==> config.mk <==
export PLATFORM = sky130hd
export DESIGN_NAME = axis_io_safety_logic
export DESIGN_NICKNAME = d
export VERILOG_FILES = /design/src/core/axis_io_pkg.sv /design/src/core/axis_io_safety_logic.sv
export VERILOG_INCLUDE_DIRS = /design/src /design/src/core
export SDC_FILE = /design/constraint.sdc
export NUM_CORES = 1
export LEC_CHECK = 0
export BUFFER_PORTS_ARGS = -buffer_cell sky130_fd_sc_hd__buf_2
export CORE_MARGIN = 8
export CORE_UTILIZATION = 45
export DETAILED_ROUTE_END_ITERATION = 16
export GPL_ROUTABILITY_DRIVEN = 0
export GPL_TIMING_DRIVEN = 0
export PLACE_DENSITY = 0.75
export SYNTH_ARGS = -nofsm -noshare
export SYNTH_HDL_FRONTEND = slang
export SYNTH_SLANG_ARGS = --single-unit
==> constraint.sdc <==
create_clock -name pclk -period 2.67 [get_ports pclk]
set_input_delay 0.534 -clock pclk [delete_from_list [all_inputs] [get_ports pclk]]
set_output_delay 0.534 -clock pclk [all_outputs]
set_load 0.03 [all_outputs]
==> src/core/axis_io_map.svh <==
/*
 * Register offsets, reset values and timing counts for the axis I/O supervision block.
 * Assumes a 20 MHz APB clock and one axis per instance.
 */
`ifndef AXIS_IO_MAP_SVH
`define AXIS_IO_MAP_SVH

`define CLK_HZ 20000000
`define OFS_CTRL 12'h000
`define OFS_LIMIT 12'h004
`define OFS_CMD 12'h008
`define OFS_STATUS 12'h00C
`define OFS_COMPARE 12'h010
`define OFS_HOME 12'h014
`define CTRL_RESET 32'h0000_0000
`define LIMIT_RESET 32'h0000_0000
`define COMPARE_RESET 32'h0000_0000
`define CAPTURE_MIN_NS 100
`define CAPTURE_MIN_CYC ((`CAPTURE_MIN_NS * 20 + 999) / 1000)
`define ONESHOT_US 1000
`define ONESHOT_CYC ((`ONESHOT_US * (`CLK_HZ / 1000000)))
`define SERVO_RETRIG_HZ 4000
`define STEP_RETRIG_HZ 1000
`define SERVO_GAP_CYC (`CLK_HZ / `SERVO_RETRIG_HZ)
`define STEP_GAP_CYC (`CLK_HZ / `STEP_RETRIG_HZ)

`endif

==> src/core/axis_io_pkg.sv <==
/*
 * Types shared by the axis I/O supervision block.
 * Assumes the map header supplies all numeric constants.
 */
package axis_io_pkg;
    typedef enum logic [1:0] {
        MODE_POSITION = 2'b00,
        MODE_VELOCITY = 2'b01,
        MODE_CONTOUR = 2'b11,
        MODE_TORQUE = 2'b10
    } motion_mode_t;
    typedef enum logic [1:0] {
        STOP_DECEL = 2'b00,
        STOP_ABRUPT = 2'b01,
        STOP_OFF = 2'b10,
        STOP_RSVD = 2'b11
    } stop_action_t;
    typedef enum logic [1:0] {
        AX_OFF = 2'b00,
        AX_ON = 2'b01,
        AX_STOPPING = 2'b11,
        AX_FAULTED = 2'b10
    } axis_state_t;
endpackage : axis_io_pkg

==> src/core/axis_io_safety_logic.sv <==
/*
 * Per-axis input and output supervision: fault, home, limit and capture inputs; enable, disable,
 * compare and current/direction outputs; APB register slave.
 * Assumes pins are synchronous-capable levels, open-collector pins are modelled as plain levels
 * where a low output means sinking, and the motion core supplies direction, following-error and
 * compare/index events as single-cycle pulses.
 */
// Contract
// - Drive fault input level is readable in the axis status word.
// - With shutdown enabled, a fault disables axis until cleared and re-enabled.
// - Position and velocity modes stop only when moving toward the active limit.
// - Contour mode stops on either active limit regardless of direction.
// - Torque mode ignores both travel limits.
// - Limits individually enabled; stop action is decelerate, abrupt stop or switch off.
// - Capture starts on the rising edge of the capture input.
// - Capture pulses of at least 100 ns are recognised.
// - Capture readable as digital input; compare drivable as digital output.
// - Servo axis accepts index as zero only while home input is active.
// - Stepper axis zeroes on activation of the home input.
// - Pulse-command homing stays tied to its dedicated home input.
// - Drive disable sinks while disabled or in reset; releases at once when on.
// - Any axis error asserts drive disable.
// - Amplifier enable sinks while enabled; released on off or reset.
// - Any axis error deasserts amplifier enable.
// - Compare output flags each compare event, polarity configurable, default high.
// - One-shot compare pulse lasts 1 ms within half a millisecond.
// - Compare retriggers up to 4 kHz servo, 1 kHz stepper.
// - Current output rests high, driven low when full current selected.
// - Unipolar servo mode puts command direction on the shared output.
`timescale 1ns/1ps
`include "axis_io_map.svh"

module axis_io_safety_logic
    import axis_io_pkg::*;
(
    // APB clock, reset and slave.
    input wire logic pclk,
    input wire logic presetn,
    input wire logic psel,
    input wire logic penable,
    input wire logic pwrite,
    input wire logic [11:0] paddr,
    input wire logic [31:0] pwdata,
    output logic [31:0] prdata,
    output logic pready,
    output logic pslverr,
    // Axis input pins, active high after the opto stage.
    input wire logic fault_in,
    input wire logic home_in,
    input wire logic limit_pos_in,
    input wire logic limit_neg_in,
    input wire logic capture_in,
    // Motion core.
    input wire logic move_pos,
    input wire logic move_neg,
    input wire logic following_err,
    input wire logic index_pulse,
    input wire logic compare_hit,
    input wire logic cmd_dir_neg,
    output logic stop_decel_req,
    output logic stop_abrupt_req,
    output logic capture_strobe,
    output logic zero_set,
    // Axis output pins; low means sinking.
    output logic amp_enable_n,
    output logic drive_disable_n,
    output logic compare_out,
    output logic current_dir_n
);

    ////////////////////////////////////////////////////////////////////////////////
    logic [4:0] sync1_ff;
    logic [4:0] sync2_ff;
    logic cap_prev_ff;
    logic [1:0] cap_wid_ff;
    logic cap_armed_ff;
    logic [31:0] ctrl_ff;
    logic [31:0] limit_ff;
    logic [31:0] compare_ff;
    logic [1:0] home_ff;
    axis_state_t state_ff;
    axis_state_t nxt_state;
    logic [15:0] oneshot_ff;
    logic [15:0] gap_ff;
    logic cmp_level_ff;
    logic cap_seen_ff;
    logic ferr_seen_ff;

    // Control fields.
    wire logic fault_shutdown_enable = ctrl_ff[0];
    wire motion_mode_t mode = motion_mode_t'(ctrl_ff[2:1]);
    wire logic stepper_axis = ctrl_ff[3];
    wire logic full_current_select = ctrl_ff[4];
    wire logic unipolar_mode = ctrl_ff[5];
    wire logic cmp_active_low = ctrl_ff[6];
    wire logic cmp_oneshot = ctrl_ff[7];
    wire logic cmp_manual = ctrl_ff[8];
    wire logic cmp_manual_level = ctrl_ff[9];
    wire logic lim_pos_en = limit_ff[0];
    wire logic lim_neg_en = limit_ff[1];
    wire stop_action_t stop_act = stop_action_t'(limit_ff[3:2]);

    wire logic fault_s = sync2_ff[0];
    wire logic home_s = sync2_ff[1];
    wire logic lim_p_s = sync2_ff[2];
    wire logic lim_n_s = sync2_ff[3];
    wire logic cap_s = sync2_ff[4];

    function automatic logic limit_trip(motion_mode_t m, logic lp, logic ln, logic mp, logic mn);
        unique case (m)
            MODE_POSITION, MODE_VELOCITY: limit_trip = (lp & mp) | (ln & mn);
            MODE_CONTOUR: limit_trip = lp | ln;
            MODE_TORQUE: limit_trip = 1'b0;
        endcase
    endfunction : limit_trip

    wire logic apb_wr = psel & penable & pwrite;
    wire logic apb_rd = psel & penable & ~pwrite;
    wire logic cmd_on = apb_wr && (paddr == `OFS_CMD) && pwdata[0];
    wire logic cmd_off = apb_wr && (paddr == `OFS_CMD) && pwdata[1];
    wire logic lim_hit = limit_trip(mode, lim_p_s & lim_pos_en, lim_n_s & lim_neg_en, move_pos, move_neg);
    wire logic fault_hit = fault_s & fault_shutdown_enable;
    wire logic axis_err = fault_hit | following_err | (lim_hit & (stop_act == STOP_OFF));

    ////////////////////////////////////////////////////////////////////////////////
    // Two stages before anything looks at the pins; metastability stays in stage one.
    always_ff @(posedge pclk or negedge presetn) begin
        if (!presetn) begin
            sync1_ff <= 5'h0;
            sync2_ff <= 5'h0;
        end else begin
            sync1_ff <= {capture_in, limit_neg_in, limit_pos_in, home_in, fault_in};
            sync2_ff <= sync1_ff;
        end
    end

    ////////////////////////////////////////////////////////////////////////////////
    // A capture needs the synchronised level high for the minimum width, which rejects glitches.
    always_ff @(posedge pclk or negedge presetn) begin
        if (!presetn) begin
            cap_prev_ff <= 1'b0;
            cap_wid_ff <= 2'h0;
            cap_armed_ff <= 1'b0;
            capture_strobe <= 1'b0;
        end else begin
            cap_prev_ff <= cap_s;
            capture_strobe <= 1'b0;
            if (cap_s && !cap_prev_ff) begin
                cap_armed_ff <= 1'b1;
                cap_wid_ff <= 2'h1;
            end else if (cap_s && cap_armed_ff) begin
                if (cap_wid_ff >= 2'(`CAPTURE_MIN_CYC - 1)) begin
                    capture_strobe <= 1'b1;
                    cap_armed_ff <= 1'b0;
                end else begin
                    cap_wid_ff <= cap_wid_ff + 2'h1;
                end
            end else if (!cap_s) begin
                cap_armed_ff <= 1'b0;
            end
        end
    end

    ////////////////////////////////////////////////////////////////////////////////
    // Homing always uses the dedicated home pin; there is no mapping register for it.
    always_ff @(posedge pclk or negedge presetn) begin
        if (!presetn) begin
            zero_set <= 1'b0;
            home_ff <= 2'h0;
        end else begin
            home_ff <= {home_ff[0], home_s};
            if (stepper_axis) begin
                zero_set <= home_s & ~home_ff[0];
            end else begin
                zero_set <= index_pulse & home_s;
            end
        end
    end

    ////////////////////////////////////////////////////////////////////////////////
    always_comb begin
        nxt_state = state_ff;
        unique case (state_ff)
            AX_OFF: if (cmd_on && !fault_hit) nxt_state = AX_ON;
            AX_ON: begin
                if (fault_hit) nxt_state = AX_FAULTED;
                else if (cmd_off || axis_err) nxt_state = AX_OFF;
                else if (lim_hit) nxt_state = AX_STOPPING;
            end
            AX_STOPPING: begin
                if (fault_hit) nxt_state = AX_FAULTED;
                else if (cmd_off || axis_err) nxt_state = AX_OFF;
                else if (!lim_hit) nxt_state = AX_ON;
            end
            AX_FAULTED: if (!fault_s) nxt_state = AX_OFF;
        endcase
    end

    always_ff @(posedge pclk or negedge presetn) begin
        if (!presetn) begin
            state_ff <= AX_OFF;
            amp_enable_n <= 1'b1;
            drive_disable_n <= 1'b0;
            stop_decel_req <= 1'b0;
            stop_abrupt_req <= 1'b0;
        end else begin
            state_ff <= nxt_state;
            amp_enable_n <= ~(nxt_state == AX_ON || nxt_state == AX_STOPPING);
            drive_disable_n <= (nxt_state == AX_ON || nxt_state == AX_STOPPING);
            stop_decel_req <= (nxt_state == AX_STOPPING) && (stop_act == STOP_DECEL);
            stop_abrupt_req <= (nxt_state == AX_STOPPING) && (stop_act != STOP_DECEL);
        end
    end

    ////////////////////////////////////////////////////////////////////////////////
    // Hits arriving inside the retrigger gap are dropped, so the pin never runs faster than allowed.
    always_ff @(posedge pclk or negedge presetn) begin
        if (!presetn) begin
            oneshot_ff <= 16'h0;
            gap_ff <= 16'h0;
            cmp_level_ff <= 1'b0;
        end else begin
            if (gap_ff != 16'h0) gap_ff <= gap_ff - 16'h1;
            if (oneshot_ff != 16'h0) oneshot_ff <= oneshot_ff - 16'h1;
            if (compare_hit && gap_ff == 16'h0) begin
                gap_ff <= stepper_axis ? 16'(`STEP_GAP_CYC - 1) : 16'(`SERVO_GAP_CYC - 1);
                if (cmp_oneshot) oneshot_ff <= 16'(`ONESHOT_CYC);
                else cmp_level_ff <= ~cmp_level_ff;
            end
        end
    end

    always_ff @(posedge pclk or negedge presetn) begin
        if (!presetn) begin
            compare_out <= 1'b0;
            current_dir_n <= 1'b1;
        end else begin
            if (cmp_manual) compare_out <= cmp_manual_level;
            else compare_out <= (cmp_oneshot ? (oneshot_ff != 16'h0) : cmp_level_ff) ^ cmp_active_low;
            if (unipolar_mode && !stepper_axis) current_dir_n <= ~cmd_dir_neg;
            else current_dir_n <= ~full_current_select;
        end
    end

    ////////////////////////////////////////////////////////////////////////////////
    // Sticky event flags; a new event in the clearing cycle wins.
    always_ff @(posedge pclk or negedge presetn) begin
        if (!presetn) begin
            cap_seen_ff <= 1'b0;
            ferr_seen_ff <= 1'b0;
        end else begin
            if (capture_strobe) cap_seen_ff <= 1'b1;
            else if (apb_wr && paddr == `OFS_STATUS && pwdata[8]) cap_seen_ff <= 1'b0;
            if (following_err) ferr_seen_ff <= 1'b1;
            else if (apb_wr && paddr == `OFS_STATUS && pwdata[9]) ferr_seen_ff <= 1'b0;
        end
    end

    always_ff @(posedge pclk or negedge presetn) begin
        if (!presetn) begin
            ctrl_ff <= `CTRL_RESET;
            limit_ff <= `LIMIT_RESET;
            compare_ff <= `COMPARE_RESET;
        end else if (apb_wr) begin
            if (paddr == `OFS_CTRL) ctrl_ff <= {22'h0, pwdata[9:0]};
            if (paddr == `OFS_LIMIT) limit_ff <= {28'h0, pwdata[3:0]};
        end
    end

    // Zero-wait slave: ready in every access phase, error on unmapped addresses.
    always_ff @(posedge pclk or negedge presetn) begin
        if (!presetn) begin
            prdata <= 32'h0000_0000;
            pready <= 1'b0;
            pslverr <= 1'b0;
        end else begin
            pready <= psel & ~penable;
            pslverr <= psel & ~penable & (paddr > `OFS_HOME || paddr[1:0] != 2'b00);
            prdata <= 32'h0000_0000;
            if (psel && !penable && !pwrite) begin
                unique case (paddr)
                    `OFS_CTRL: prdata <= ctrl_ff;
                    `OFS_LIMIT: prdata <= limit_ff;
                    `OFS_STATUS: prdata <= {23'h0, ferr_seen_ff, cap_seen_ff, cap_s, state_ff,
                        lim_n_s, lim_p_s, home_s, fault_s};
                    `OFS_COMPARE: prdata <= {31'h0, compare_out};
                    `OFS_HOME: prdata <= {31'h0, zero_set};
                    default: prdata <= 32'h0000_0000;
                endcase
            end
        end
    end

endmodule : axis_io_safety_logic

Word level (Yosys, flattened, before mapping)
Cells that the tools add are included.
Storage, ports and cells
  flip-flop bits (word level): 108
  input port bits: 60
  output and inout port bits: 42
  logic and storage cells: 149
Operators by class
  $add $sub $neg: 3
  order comparisons: 2
  equal/unequal tests: 17
  multiplexer cells: 36
  bitwise operators: 24
  reduce and logical (&&, ||, !) cells: 42
Operators with widths (count)
  $mux 16: 5
  $pmux 10 s5: 1
  $reduce_bool 16->1: 2
  $sub 16x1->16 const B: 2
  $eq 12x4->1 const B: 2
  $eq 12x5->1 const B: 2
  $mux 2: 11
  $logic_not 16->1: 1
  $logic_and 1x1->1: 15
  $mux 1: 15
  $mux 15: 1
  $and 1x1->1: 12
  $eq 12x3->1 const B: 1
  $eq 2x2->1 const B: 6
  $gt 12x5->1 const B: 1
  $logic_not 12->1: 1
  $reduce_bool 2->1: 6
  $mux 10: 1
  $reduce_and 2->1: 5
  $pmux 2 s4: 1
  $not 1->1: 7
  $eq 2x1->1 const B: 3
  $logic_not 2->1: 3
  $logic_not 1->1: 5
  other kinds (10): 15

Depth between registers and ports, before layout
  depth after elaboration: 13
  mapped depth: 10
  depth with buffers taken out: 7

Worst setup path after synthesis
No wires, ideal clock.
  path kind: register -> register
  start point: register gap_ff[0]
  end point: register oneshot_ff[1]
  setup time: 134 ps
  data arrival time: 2252 ps
  required time: 2536 ps
  path slack: 284 ps
  stages on the path, launching flop included: 11
  path buffers: 3
  period minus slack after synthesis: 2386 ps
  path through: dfrtp_1 inv_1 ha_1 or4b_2 clkbuf_1 nor2_1 and3_1 buf_2 and3_1 clkbuf_1 a211oi_1
Between the ends
  longest elaborated chain between the ends: 3
Ends and longest elaborated chain
  start: declaration: RTL line axis_io_safety_logic.sv:84  | logic [15:0] gap_ff;
  start signal: assignment: RTL line axis_io_safety_logic.sv:223  | if (gap_ff != 16'h0) gap_ff <= gap_ff - 16'h1;
  start signal: assignment: RTL line axis_io_safety_logic.sv:226  | gap_ff <= stepper_axis ? 16'(`STEP_GAP_CYC - 1) : 16'(`SERVO_GAP_CYC - 1);
  $logic_not 16->1: RTL line axis_io_safety_logic.sv:225  | if (compare_hit && gap_ff == 16'h0) begin
  $logic_and 1x1->1: RTL line axis_io_safety_logic.sv:225
  $mux 16: RTL line axis_io_safety_logic.sv:225
  end signal: assignment: RTL line axis_io_safety_logic.sv:224  | if (oneshot_ff != 16'h0) oneshot_ff <= oneshot_ff - 16'h1;
  end signal: assignment: RTL line axis_io_safety_logic.sv:227  | if (cmp_oneshot) oneshot_ff <= 16'(`ONESHOT_CYC);
  end: declaration: RTL line axis_io_safety_logic.sv:83  | logic [15:0] oneshot_ff;
No other way between the ends.
A chain may end at the register's enable or synchronous reset.

Worst setup path after layout
  start point: register gap_ff[0]
  end point: register oneshot_ff[7]
Same word-level chain as after synthesis.

==> run_results.csv <==
group,metric,value,unit
run_status,status,"completed",
placed_design,portBuffers,56,
synth,synth_top_family_by_area,"simple AND/OR/NAND/NOR gates",
synth,synthXorXnorAreaFrac,0.03513,
setup_path,worstSetupStartpointType,"flip-flop",
cts,ctsRootBufferMaster,"clkbuf_8",
synth,synth_compound_area_frac,0.1051,
synth,yosysTopAreaCell,"dfrtp_1",
synth,ys_seq_area_frac,0.5402,
placed_design,hpwl,6581,um
setup_path,cp-end-kind,"flip-flop",
setup_path,path_class,"reg2reg",
floorplan,io_pins,102,
sta,setup_tns,0,ps
synth,synth-main-ff-cell,"dfrtp_1",
final_layout,multi_input_area,1684,sq um
cts,clkTransAtPathRegs,90,ps
final_layout,diodes,0,
synth,netlist.area_leader.share,0.5270,
synth,synth_cell_types,48,
sta,max_slew.worst_pin.slew,643.2,ps
drt,drt-vias-per-instance,5.278,
floorplan,dieWidth,110.2,um
drt,vias,3056,
cts,clock_latency,350,ps
setup_path,crit_arrival,2710,ps
floorplan,num_rows,34,
floorplan,dieArea,12130,sq um
drt,drcViolationCount,0,
global_routing,antenna_found_initial,0,
drt,routed_wl,8777,um
global_routing,grt_pass1_vias,3006,
final_layout,fillers,778,
setup_path,crit_family,"simple AND/OR/NAND/NOR gates",
sta,worst_slew_margin_rel,0.5672,
global_routing,grt_pass1_wl,14560,um
setup_path,slowest_delay,590,ps
setup_path,cp_cell_sequence,"inv_1 > ha_1 > or4b_2 > clkbuf_1 > nor2_4 > and3_1 > buf_2 > and3_2 > a21oi_1",
synth,netlist_area,3989,sq um
placed_design,dp_slack,-336.4,ps
synth,synth_area_leaders,"dfrtp_1, buf_4, mux2_2",
final_layout,num-nets-final,530,
synth,synth.avg_cell_area,10.55,sq um
cts,cts_tree,"done",
synth,synthCells,378,
sta,slew_viol_final,0,
sta,fin_ws,186.5,ps
sta,finalSetupViolations,0,
sta,hold_viol_final,0,
drt,dr.pass1.iters,4,
final_layout,drive_above_1_share,0.2569,
setup_path,crit_fanout,10,
synth,synth-warning-count,0,
synth,synthMuxAreaShare,0.05740,
setup_path,crit_buf_inv,3,
synth,synth_common_cells,"dfrtp_1, nor2_1, nand2_1",
worst_hold_path,worst_hold_path_type,"in2async",
power_and_ir_drop,power,2.839,mW
setup_path,required,2900,ps
cts,numCtsBuffers,9,
cts,clockBufferDepth,2,
power_and_ir_drop,p_leak,2.150,nW
sta,fmax,402.7,MHz
placed_design,dpl_cell_area,4513,sq um
setup_path,cpMaxStageDelayCell,"or4b_2",
cts,clock_sink_count,86,
sta,fin_crit_sh,0.9302,
floorplan,start_util,0.4596,
drt,drt-initial-drc-count,137,
drt,antenna_left,0,
sta,clock_skew,11.98,ps
run,drv_cap,0,
synth,synth-edff-count,0,
sta,fin_crit,2484,ps
global_routing,grt_max_degree,67,
floorplan,core-area,8678,sq um
floorplan,die_h,110.2,um
global_routing,track_usage,0.1525,
global_routing,grt_overflow,0,
final_layout,seq_area,2155,sq um
sta,rsz0062_at_grt,"no",
drt,wl_per_cell,15.16,um
final_layout,final_area,4742,sq um
cts,htree_levels,3,
final_layout,areaGrowthSynthToFinish,18.88,%
synth,synth-simple-area-share,0.1854,
synth,synth_async_sr_flop_share,1.000,
synth,ys_seq_elements,86,
power_and_ir_drop,peakVddDrop,0.2730,mV
synth,yosysMostFrequentCell,"dfrtp_1",
synth,synthAdderAreaFrac,0.01255,
power_and_ir_drop,pwr_density_cell,598.7,nW/um^2
==> registers in the layout, summed over array words and instances, names as in the netlist, 2 cells and up <==
signal / cells
ctrl_ff: 10
state_ff: 2
prdata: 10
sync2_ff: 5
cap_wid_ff: 2
limit_ff: 4
oneshot_ff: 16
sync1_ff: 5
gap_ff: 16
==> through the flow <==
step / hold slack (ps) / instances / util
3_5_place_dp: 339.6 / 564 / 0.5200
6_report: 64.26 / 579 / 0.5464
4_1_cts: 59.04 / 579 / 0.5437
2_1_floorplan: 238.4 / 399 / -
3_3_place_gp: 335.2 / 563 / 0.5166
5_1_grt: 61.59 / 579 / 0.5464
==> path summary, 6_finish.rpt <==
path,cells after the start,slack [ps],start,to
setup / recovery,9,190,gap_ff[0]$_DFFE_PN0P_,oneshot_ff[7]$_DFF_PN0_
max in group asynchronous,2,1980,presetn,amp_enable_n$_DFF_PN1_
hold reg to reg,0,350,sync1_ff[4]$_DFF_PN0_,sync2_ff[4]$_DFF_PN0_
setup reg to reg,9,190,gap_ff[0]$_DFFE_PN0P_,oneshot_ff[7]$_DFF_PN0_
min in group pclk,1,280,fault_in,sync1_ff[0]$_DFF_PN0_
hold / removal,1,60,presetn,sync1_ff[4]$_DFF_PN0_
==> layer usage <==
layer / GRT usage / share of wire / vias up
met3: 0.03547 / 0.073 / 10
met4: 0.06375 / 0.017 / 0
li1: - / - / 1471
met2: 0.2479 / 0.48 / 80
met5: 0 / 0 / -
met1: 0.1919 / 0.43 / 1495
==> layout by cell type, fill, tap and decap left out, types with 11 or more instances in the layout <==
cell       n
a21oi_1   19
buf_2     56
buf_4     23
clkbuf_1  11
conb_1    22
dfrtp_1   84
inv_1     12
mux2_2    13
nand2_1   25
nor2_1    28
nor3_1    19
o21ai_0   18
xor2_1    11
==> layout make-up <==
| cell class | instances | share of cell area |
|---|---|---|
| repair buffers | 57 | 0.06544 |
| flip-flops and latches | 86 | 0.4544 |
| clock buffers | 12 | 0.02850 |
| clock inverters | 4 | 0.01557 |
| inverters | 12 | 0.009499 |
| plain buffers | 32 | 0.04301 |
| multi-input cells | 268 | 0.3551 |
| well taps | 108 | 0.02850 |
==> power by group <==
part           switching (mW)  internal, mW  total, mW
combinational           0.212         0.158      0.370
clock                   0.450         0.529      0.979
sequential             0.0869          1.40       1.49
==> logic make-up (layout without fill, tap and decap cells) <==
kind of cell | after synthesis | after routing
muxes | 20 | 20
adders and majority gates | 4 | 4
DFF | 86 | 86
AOI/OAI and AO/OA | 68 | 68
other | 1 | 22
xor gates and xnor gates | 16 | 16
buffers and inverters | 45 | 117
and+or+nand+nor | 138 | 138
==> repair_timing <==
| action | in CTS | in global routing |
|---|---|---|
| endpoints found under the setup margin | 6 | 26 |
| buffers inserted | 0 | 0 |
| cloned | 0 | 0 |
| hold buffers | 0 | 0 |
| gates resized for setup | 0 | 6 |
Power figures use the tool's default switching activity.
